### src/core/dbu_pkg.sv
// Constants, state types and widths for the dual debug serial port.
// Assumes a single 100 MHz clock and an active-low asynchronous reset.
//
// How it works
// - Two independent serial ports, index 0 wireless LAN, index 1 low-energy radio.
// - Reset frame is 460800 baud, 8 data bits, no parity, 1 stop bit.
// - Framing also supports 7 data bits, odd parity and two stop bits.
// - Each port has a 4-entry by 8-bit receive FIFO and transmit FIFO.
// - Receive FIFO fill count is readable and tracks pushes and pops.
// - Sticky parity, framing and overrun flags mark faulty or lost characters.
// - An interrupt output is raised from FIFO fill and error status bits.
// - Frames use standard RS-232 style asynchronous start/stop format.
package dbu_pkg;

    // ----------------------------------------
    // Timing
    // ----------------------------------------
    localparam int CLK_HZ = 100_000_000;
    localparam int BAUD_RATE = 460_800;
    localparam logic [7:0] BIT_CYC_M1 = 8'(CLK_HZ / BAUD_RATE - 1);
    localparam logic [7:0] HALF_CYC_M1 = 8'(CLK_HZ / BAUD_RATE / 2 - 1);
    localparam logic [7:0] BAUD_ZERO = 8'h00;

    // ----------------------------------------
    // Ports and FIFOs
    // ----------------------------------------
    localparam int NPORT = 2;
    localparam int PORT_WLAN = 0;
    localparam int PORT_BLE = 1;
    localparam int DATA_W = 8;
    localparam int FIFO_DEPTH = 4;
    localparam int PTR_W = 2;
    localparam int CNT_W = 3;
    localparam logic [CNT_W-1:0] CNT_FULL = 3'h4;
    localparam logic [CNT_W-1:0] CNT_EMPTY = 3'h0;
    localparam logic [PTR_W-1:0] PTR_ONE = 2'h1;
    localparam logic [PTR_W-1:0] PTR_ZERO = 2'h0;

    // ----------------------------------------
    // Frame format
    // ----------------------------------------
    localparam logic [3:0] BITS_8 = 4'h8;
    localparam logic [3:0] BITS_7 = 4'h7;
    localparam logic [3:0] STOP_1 = 4'h1;
    localparam logic [3:0] STOP_2 = 4'h2;
    localparam logic [3:0] BIT_ZERO = 4'h0;
    localparam logic [3:0] BIT_ONE = 4'h1;
    localparam logic [DATA_W-1:0] BYTE_ZERO = 8'h00;

    typedef enum logic [4:0] {
        TX_IDLE = 5'h01,
        TX_START = 5'h02,
        TX_DATA = 5'h04,
        TX_PAR = 5'h08,
        TX_STOP = 5'h10
    } dbu_tx_state_t;

    typedef enum logic [4:0] {
        RX_IDLE = 5'h01,
        RX_START = 5'h02,
        RX_DATA = 5'h04,
        RX_PAR = 5'h08,
        RX_STOP = 5'h10
    } dbu_rx_state_t;

endpackage

### src/core/dbu_fifo.sv
// Four-entry by eight-bit flip-flop FIFO with valid/ready on both sides.
// Assumes the clock and reset of the serial port top.
module dbu_fifo import dbu_pkg::*; (
    input wire logic clk_in,
    input wire logic arst_n_in,
    input wire logic wr_valid_in,
    output logic wr_ready_out,
    input wire logic [DATA_W-1:0] wr_data_in,
    output logic rd_valid_out,
    input wire logic rd_ready_in,
    output logic [DATA_W-1:0] rd_data_out,
    output logic [CNT_W-1:0] count_out
);

    logic [DATA_W-1:0] mem_q [FIFO_DEPTH];
    logic [PTR_W-1:0] wptr_q;
    logic [PTR_W-1:0] rptr_q;
    logic [CNT_W-1:0] cnt_q;
    logic do_wr;
    logic do_rd;

    assign wr_ready_out = (cnt_q != CNT_FULL);
    assign rd_valid_out = (cnt_q != CNT_EMPTY);
    assign do_wr = wr_valid_in & wr_ready_out;
    assign do_rd = rd_ready_in & rd_valid_out;
    assign rd_data_out = mem_q[rptr_q];
    assign count_out = cnt_q;

    // ----------------------------------------
    // Storage
    // ----------------------------------------
    always_ff @(posedge clk_in or negedge arst_n_in) begin
        if (!arst_n_in) begin
            for (int i = 0; i < FIFO_DEPTH; i++) begin
                mem_q[i] <= BYTE_ZERO;
            end
        end else if (do_wr) begin
            mem_q[wptr_q] <= wr_data_in;
        end
    end

    // ----------------------------------------
    // Pointers and fill count
    // ----------------------------------------
    always_ff @(posedge clk_in or negedge arst_n_in) begin
        if (!arst_n_in) begin
            wptr_q <= PTR_ZERO;
            rptr_q <= PTR_ZERO;
            cnt_q <= CNT_EMPTY;
        end else begin
            if (do_wr) begin
                wptr_q <= wptr_q + PTR_ONE;
            end
            if (do_rd) begin
                rptr_q <= rptr_q + PTR_ONE;
            end
            if (do_wr && !do_rd) begin
                cnt_q <= cnt_q + 3'h1;
            end else if (do_rd && !do_wr) begin
                cnt_q <= cnt_q - 3'h1;
            end
        end
    end

endmodule

### src/core/dbu_uart_top.sv
// Dual debug serial port: port 0 serves the wireless LAN side, port 1 the low-energy radio side.
// Assumes a 100 MHz clock; serial inputs are synchronous to it.
module dbu_uart_top import dbu_pkg::*; (
    input wire logic CLK_IN,
    input wire logic ARST_N_IN,
    input wire logic [NPORT-1:0] RXD_IN,
    output logic [NPORT-1:0] TXD_OUT,
    input wire logic [NPORT-1:0] DATA7_IN,
    input wire logic [NPORT-1:0] PARITY_EN_IN,
    input wire logic [NPORT-1:0] STOP2_IN,
    input wire logic [NPORT*DATA_W-1:0] TX_DATA_IN,
    input wire logic [NPORT-1:0] TX_VALID_IN,
    output logic [NPORT-1:0] TX_READY_OUT,
    output logic [NPORT*DATA_W-1:0] RX_DATA_OUT,
    output logic [NPORT-1:0] RX_VALID_OUT,
    input wire logic [NPORT-1:0] RX_POP_IN,
    output logic [NPORT*CNT_W-1:0] RX_COUNT_OUT,
    output logic [NPORT-1:0] PARITY_ERR_OUT,
    output logic [NPORT-1:0] FRAME_ERR_OUT,
    output logic [NPORT-1:0] OVERRUN_ERR_OUT,
    input wire logic [NPORT-1:0] ERR_CLR_IN,
    input wire logic [NPORT-1:0] IRQ_RX_EN_IN,
    input wire logic [NPORT-1:0] IRQ_TX_EN_IN,
    input wire logic [NPORT-1:0] IRQ_ERR_EN_IN,
    output logic [NPORT-1:0] IRQ_OUT
);

    for (genvar p = 0; p < NPORT; p++) begin : g_port

        logic [3:0] nbits;
        logic [3:0] nstop;
        logic [DATA_W-1:0] txf_data;
        logic txf_valid;
        logic txf_ready;
        logic [CNT_W-1:0] txf_count;
        logic rxf_ready;
        logic [CNT_W-1:0] rxf_count;

        dbu_tx_state_t tx_state_q;
        logic [7:0] tx_baud_q;
        logic [3:0] tx_bit_q;
        logic [DATA_W-1:0] tx_shift_q;
        logic tx_par_q;
        logic tx_line_q;
        logic tx_tick;

        dbu_rx_state_t rx_state_q;
        logic [7:0] rx_baud_q;
        logic [3:0] rx_bit_q;
        logic [DATA_W-1:0] rx_shift_q;
        logic rx_par_q;
        logic rx_pbad_q;
        logic rx_push_q;
        logic rx_fbad_q;
        logic [DATA_W-1:0] rx_byte_q;
        logic rx_tick;

        logic perr_q;
        logic ferr_q;
        logic oerr_q;
        logic irq_q;

        assign nbits = DATA7_IN[p] ? BITS_7 : BITS_8;
        assign nstop = STOP2_IN[p] ? STOP_2 : STOP_1;
        assign tx_tick = (tx_baud_q == BAUD_ZERO);
        assign rx_tick = (rx_baud_q == BAUD_ZERO);
        assign txf_ready = (tx_state_q == TX_IDLE);

        // ----------------------------------------
        // FIFOs
        // ----------------------------------------
        dbu_fifo u_tx_fifo (
            .clk_in(CLK_IN),
            .arst_n_in(ARST_N_IN),
            .wr_valid_in(TX_VALID_IN[p]),
            .wr_ready_out(TX_READY_OUT[p]),
            .wr_data_in(TX_DATA_IN[p*DATA_W +: DATA_W]),
            .rd_valid_out(txf_valid),
            .rd_ready_in(txf_ready),
            .rd_data_out(txf_data),
            .count_out(txf_count)
        );

        dbu_fifo u_rx_fifo (
            .clk_in(CLK_IN),
            .arst_n_in(ARST_N_IN),
            .wr_valid_in(rx_push_q),
            .wr_ready_out(rxf_ready),
            .wr_data_in(rx_byte_q),
            .rd_valid_out(RX_VALID_OUT[p]),
            .rd_ready_in(RX_POP_IN[p]),
            .rd_data_out(RX_DATA_OUT[p*DATA_W +: DATA_W]),
            .count_out(rxf_count)
        );

        assign RX_COUNT_OUT[p*CNT_W +: CNT_W] = rxf_count;

        // ----------------------------------------
        // Transmit bit timer
        // ----------------------------------------
        always_ff @(posedge CLK_IN or negedge ARST_N_IN) begin
            if (!ARST_N_IN) begin
                tx_baud_q <= BIT_CYC_M1;
            end else if (tx_state_q == TX_IDLE || tx_tick) begin
                tx_baud_q <= BIT_CYC_M1;
            end else begin
                tx_baud_q <= tx_baud_q - 8'h01;
            end
        end

        // ----------------------------------------
        // Transmit framer
        // ----------------------------------------
        always_ff @(posedge CLK_IN or negedge ARST_N_IN) begin
            if (!ARST_N_IN) begin
                tx_state_q <= TX_IDLE;
                tx_bit_q <= BIT_ZERO;
                tx_shift_q <= BYTE_ZERO;
                tx_par_q <= 1'b1;
                tx_line_q <= 1'b1;
            end else begin
                unique case (tx_state_q)
                    TX_IDLE: begin
                        if (txf_valid) begin
                            tx_shift_q <= txf_data;
                            tx_par_q <= 1'b1;
                            tx_line_q <= 1'b0;
                            tx_state_q <= TX_START;
                        end
                    end
                    TX_START: begin
                        if (tx_tick) begin
                            tx_line_q <= tx_shift_q[0];
                            tx_par_q <= tx_par_q ^ tx_shift_q[0];
                            tx_shift_q <= {1'b0, tx_shift_q[DATA_W-1:1]};
                            tx_bit_q <= BIT_ONE;
                            tx_state_q <= TX_DATA;
                        end
                    end
                    TX_DATA: begin
                        if (tx_tick) begin
                            if (tx_bit_q == nbits) begin
                                if (PARITY_EN_IN[p]) begin
                                    tx_line_q <= tx_par_q;
                                    tx_state_q <= TX_PAR;
                                end else begin
                                    tx_line_q <= 1'b1;
                                    tx_bit_q <= BIT_ONE;
                                    tx_state_q <= TX_STOP;
                                end
                            end else begin
                                tx_line_q <= tx_shift_q[0];
                                tx_par_q <= tx_par_q ^ tx_shift_q[0];
                                tx_shift_q <= {1'b0, tx_shift_q[DATA_W-1:1]};
                                tx_bit_q <= tx_bit_q + BIT_ONE;
                            end
                        end
                    end
                    TX_PAR: begin
                        if (tx_tick) begin
                            tx_line_q <= 1'b1;
                            tx_bit_q <= BIT_ONE;
                            tx_state_q <= TX_STOP;
                        end
                    end
                    TX_STOP: begin
                        if (tx_tick) begin
                            if (tx_bit_q == nstop) begin
                                tx_state_q <= TX_IDLE;
                            end else begin
                                tx_bit_q <= tx_bit_q + BIT_ONE;
                            end
                        end
                    end
                    default: begin
                        tx_state_q <= TX_IDLE;
                        tx_line_q <= 1'b1;
                    end
                endcase
            end
        end

        assign TXD_OUT[p] = tx_line_q;

        // ----------------------------------------
        // Receive deframer
        // ----------------------------------------
        always_ff @(posedge CLK_IN or negedge ARST_N_IN) begin
            if (!ARST_N_IN) begin
                rx_state_q <= RX_IDLE;
                rx_baud_q <= HALF_CYC_M1;
                rx_bit_q <= BIT_ZERO;
                rx_shift_q <= BYTE_ZERO;
                rx_par_q <= 1'b0;
                rx_pbad_q <= 1'b0;
                rx_fbad_q <= 1'b0;
                rx_push_q <= 1'b0;
                rx_byte_q <= BYTE_ZERO;
            end else begin
                rx_push_q <= 1'b0;
                if (rx_state_q != RX_IDLE) begin
                    rx_baud_q <= rx_tick ? BIT_CYC_M1 : rx_baud_q - 8'h01;
                end
                unique case (rx_state_q)
                    RX_IDLE: begin
                        if (!RXD_IN[p]) begin
                            rx_baud_q <= HALF_CYC_M1;
                            rx_state_q <= RX_START;
                        end
                    end
                    RX_START: begin
                        if (rx_tick) begin
                            rx_bit_q <= BIT_ZERO;
                            rx_par_q <= 1'b0;
                            rx_pbad_q <= 1'b0;
                            rx_state_q <= RXD_IN[p] ? RX_IDLE : RX_DATA;
                        end
                    end
                    RX_DATA: begin
                        if (rx_tick) begin
                            rx_shift_q <= {RXD_IN[p], rx_shift_q[DATA_W-1:1]};
                            rx_par_q <= rx_par_q ^ RXD_IN[p];
                            rx_bit_q <= rx_bit_q + BIT_ONE;
                            if (rx_bit_q == nbits - BIT_ONE) begin
                                rx_state_q <= PARITY_EN_IN[p] ? RX_PAR : RX_STOP;
                            end
                        end
                    end
                    RX_PAR: begin
                        if (rx_tick) begin
                            rx_pbad_q <= ~(rx_par_q ^ RXD_IN[p]);
                            rx_state_q <= RX_STOP;
                        end
                    end
                    RX_STOP: begin
                        if (rx_tick) begin
                            rx_fbad_q <= ~RXD_IN[p];
                            rx_byte_q <= DATA7_IN[p] ? {1'b0, rx_shift_q[DATA_W-1:1]} : rx_shift_q;
                            rx_push_q <= 1'b1;
                            rx_state_q <= RX_IDLE;
                        end
                    end
                    default: begin
                        rx_state_q <= RX_IDLE;
                    end
                endcase
            end
        end

        // ----------------------------------------
        // Sticky error flags
        // ----------------------------------------
        always_ff @(posedge CLK_IN or negedge ARST_N_IN) begin
            if (!ARST_N_IN) begin
                perr_q <= 1'b0;
                ferr_q <= 1'b0;
                oerr_q <= 1'b0;
            end else begin
                perr_q <= (perr_q & ~ERR_CLR_IN[p]) | (rx_push_q & rx_pbad_q);
                ferr_q <= (ferr_q & ~ERR_CLR_IN[p]) | (rx_push_q & rx_fbad_q);
                oerr_q <= (oerr_q & ~ERR_CLR_IN[p]) | (rx_push_q & ~rxf_ready);
            end
        end

        assign PARITY_ERR_OUT[p] = perr_q;
        assign FRAME_ERR_OUT[p] = ferr_q;
        assign OVERRUN_ERR_OUT[p] = oerr_q;

        // ----------------------------------------
        // Interrupt request
        // ----------------------------------------
        always_ff @(posedge CLK_IN or negedge ARST_N_IN) begin
            if (!ARST_N_IN) begin
                irq_q <= 1'b0;
            end else begin
                irq_q <= (IRQ_RX_EN_IN[p] & (rxf_count != CNT_EMPTY))
                       | (IRQ_TX_EN_IN[p] & (txf_count == CNT_EMPTY))
                       | (IRQ_ERR_EN_IN[p] & (perr_q | ferr_q | oerr_q));
            end
        end

        assign IRQ_OUT[p] = irq_q;
    end

endmodule

### config.mk
export PLATFORM = sky130hd
export DESIGN_NAME = dbu_uart_top
export DESIGN_NICKNAME = d
export VERILOG_FILES = /design/src/core/dbu_pkg.sv /design/src/core/dbu_fifo.sv /design/src/core/dbu_uart_top.sv
export SDC_FILE = /design/constraint.sdc
export NUM_CORES = 1
export LEC_CHECK = 0
export ABC_AREA = 1
export BUFFER_PORTS_ARGS = -buffer_cell sky130_fd_sc_hd__buf_2
export CAP_MARGIN = 20
export CORE_MARGIN = 4
export CORE_UTILIZATION = 65
export DETAILED_ROUTE_END_ITERATION = 10
export PLACE_DENSITY_LB_ADDON = 0.15
export SYNTH_ARGS = -nofsm -noshare
export SYNTH_HDL_FRONTEND = slang
export SYNTH_HIERARCHICAL = 1
export SYNTH_SLANG_ARGS = --single-unit
export TNS_END_PERCENT = 10
### constraint.sdc
create_clock -name CLK_IN -period 5.5 [get_ports CLK_IN]
set_clock_uncertainty 0.05 [all_clocks]
set_input_delay 1.1 -clock CLK_IN [delete_from_list [all_inputs] [get_ports CLK_IN]]
set_output_delay 1.1 -clock CLK_IN [all_outputs]
set_load 0.005 [all_outputs]
==> impl_metrics.env <==
export IMPL_grt_pass1_wl_mm=58.7
export IMPL_portBuffers=73
export IMPL_cts_tree="yes"
export IMPL_async_flop_share_pct=100
export IMPL_diodes=0
export IMPL_first_pass_iters=5
export IMPL_max_cap_violations=0
export IMPL_worst_setup_path_end_kind="output port"
export IMPL_seqPwrFrac_pct=37.3
export IMPL_antenna_found_initial=0
export IMPL_post_drt_wl_per_cell_um=14.6
export IMPL_setup_viol_count_final=0
export IMPL_fin_crit_ns=3.13
export IMPL_cts_sinks=292
export IMPL_ctsResizeCount=0
export IMPL_min_path_type="flip-flop to flip-flop"
export IMPL_vias=12979
export IMPL_placedInstanceArea_um2=15800
export IMPL_row_count=56
export IMPL_drt_wl_total_mm=33.9
export IMPL_cts_buffers=34
export IMPL_fill_cells=1896
export IMPL_syn_num_nets=2017
export IMPL_synth_ff_type="dfrtp_1"
export IMPL_cts_max_level=2
export IMPL_post_route_drc_count=0
export IMPL_fp_dieH_um=163
export IMPL_crit_type="flip-flop to output port"
export IMPL_cpPeakStageDelay_ns=0.74
export IMPL_ant_nets=0
export IMPL_core_area_um2=23500
export IMPL_cts_hold_buf=0
export IMPL_die_w_um=163
export IMPL_p_per_area_nw_per_um2=524
export IMPL_outcome="completed"
export IMPL_yosys_warnings=6
export IMPL_drt_initial_drc_count=1140
export IMPL_fin_crit_sh_pct=56.8
export IMPL_cpMaxStageDelayCell="dfrtp_1"
export IMPL_final_cell_area_um2=16800
export IMPL_grt_remaining_overflow=0
export IMPL_rrSetupSlack_ns=3.03
export IMPL_worst_setup_path_start_kind="flip-flop"
export IMPL_insertion_delay_ns=0.50
export IMPL_worstMarginPinSlew_ns=0.857
export IMPL_seq_area_frac_synth_pct=47.2
export IMPL_hold_viol=0
export IMPL_grt_pass1_vias=12445
export IMPL_worstPathRequired_ns=4.35
export IMPL_dieArea_um2=26500
export IMPL_synth_area_per_cell_um2=8.01
export IMPL_grt_usage_pct=26.1
export IMPL_p_clk_share_pct=24.2
export IMPL_clockBufferDepth=3
export IMPL_gp_congestion=0.866
export IMPL_post_cts_buffers=0
export IMPL_ys_types=44
export IMPL_power_internal_w=0.00523
export IMPL_crit_top_cell="o21ai_0"
export IMPL_ios=74
export IMPL_relSlewSlack_pct=42.9
export IMPL_dp_hpwl_mm=23.2
export IMPL_fin_nets=2046
export IMPL_setup_total_negative_slack_ns=0
export IMPL_grt_max_degree=115
export IMPL_crit_chain="inv_2, o21ai_0, o21ai_0, buf_2"
export IMPL_peakVddDrop_v=0.000413
export IMPL_fmax_mhz=320
export IMPL_start_util_pct=66.1
export IMPL_cp_max_fo=19
export IMPL_vias_per_cell=5.61
export IMPL_cts_root_buf="clkbuf_16"
export IMPL_place_ws_ns=2.51
export IMPL_arrival_ns=1.98
export IMPL_synthCells=1943
export IMPL_ys_ff_latch=292
export IMPL_grt_setup_unrepaired="false"
export IMPL_p_leak_nw=8.60
export IMPL_clk_pin_slew_ns=0.06
export IMPL_drive_above_1_share_pct=12.7
export IMPL_area_growth_pct=8.17
export IMPL_swShare_pct=40.6
export IMPL_p_comb_share_pct=38.5
export IMPL_setup_ws_ns=2.37
export IMPL_synth_edf_count=0
export IMPL_finalMaxSlewViolations=0
export IMPL_synthesis_area_um2=15600
export IMPL_switching_power_w=0.00358
==> power groups by stage <==
stage / Sequential [W] / Clock [W] / Combinational, W
floorplan: 0.00313 / 0 / 0.00287
global placement: 0.00328 / 0 / 0.00326
detailed placement: 0.00331 / 0 / 0.00339
CTS: 0.00328 / 0.00217 / 0.00341
global route: 0.00338 / 0.00227 / 0.00394
finish: 0.00329 / 0.00213 / 0.00339
==> registers in the layout, indices dropped and copies added, names as in the netlist, 16 cells and up <==
register,cells
g_port.tx_shift_q,16
g_port.tx_baud_q,16
g_port.rx_shift_q,16
g_port.rx_byte_q,16
g_port.rx_baud_q,16
g_port.u_rx_fifo/mem_q,64
g_port.u_tx_fifo/mem_q,64
==> final cells by class <==
| class | count | area, um^2 | area share, % |
|---|---|---|---|
| Sequential cell | 292 | 7340 | 43.6 |
| Multi-Input combinational cell | 1439 | 7140 | 42.4 |
| Clock buffer | 54 | 1030 | 6.10 |
| Inverter | 126 | 475 | 2.82 |
| Timing Repair Buffer | 79 | 420 | 2.50 |
| Tap cell | 319 | 399 | 2.37 |
| Clock inverter | 6 | 37.5 | 0.223 |
==> final timing paths <==
check / start / endpoint / cells past startpoint
max: g_port[0].u_rx_fifo/rptr_q[0] / RX_DATA_OUT[7] / 4
min: g_port[0].tx_baud_q[0] / g_port[0].tx_baud_q[0] / 1
max reg2reg: g_port[0].u_rx_fifo/count_out[0] / g_port[0].u_rx_fifo/count_out[2] / 11
min reg2reg: g_port[0].tx_baud_q[0] / g_port[0].tx_baud_q[0] / 1
max in group asynchronous: ARST_N_IN / g_port[0].u_tx_fifo/mem_q[15] / 2
min in group asynchronous: ARST_N_IN / g_port[0].u_rx_fifo/rptr_q[0] / 1
==> metal layers <==
metal  vias up  global-route usage (%)  share of wire (%)
li1       6437                       -                  -
met1      6165                    35.5                 43
met2       316                    44.5                 49
met3        61                    3.52                4.8
met4         0                    7.47                2.3
met5         -                       0                  0
==> through the flow <==
stage,total power (W),utilization (%),hold WS (ns),instances
global route,0.00959,71.5,0.403,2315
floorplan,0.00600,-,0.353,1943
CTS,0.00886,71.5,0.377,2315
detailed placement,0.00670,67.0,0.370,2255
global placement,0.00654,67.0,0.362,2255
finish,0.00881,71.5,0.373,2315
==> kinds of logic after synthesis <==
family	count (synthesis)	share of synthesized area [%]
muxes	1	0.0723
AOI/OAI and AO/OA	232	8.19
buffers and inverters	212	6.99
adders and majority gates	36	3.09
DFF	292	47.2
and+or+nand+nor	1142	32.9
xor gates and xnor gates	28	1.58
==> cell usage in the layout (no fill, tap or decap), types with 26 or more instances in the layout <==
cell type  instances
ha_1              32
buf_2             72
nand2_1          647
dfstp_2           26
inv_1            107
o21ai_0          163
nand4_1          144
nand3_1           87
nor2_1           188
clkbuf_16         35
dfrtp_1          266
==> synthesized netlist by cell type, types with 19 or more instances <==
cell type,n,share of area [%]
buf_2,37,1.2
buf_4,24,1.2
buf_6,19,1.4
dfrtp_1,266,43
dfstp_2,26,4.4
ha_1,32,2.6
inv_1,107,2.6
nand2_1,647,16
nand3_1,87,2.8
nand4_1,144,5.8
nor2_1,188,4.5
o21ai_0,163,5.2
==> worst max-delay path, delay by kind of cell, from the launching register on <==
| family | cells | cell delay, ns |
|---|---|---|
| compound gates | 2 | 0.34 |
| buf+inv | 2 | 0.40 |
| flops | 1 | 0.74 |
Note: power is estimated with default switching activity, not from simulation.
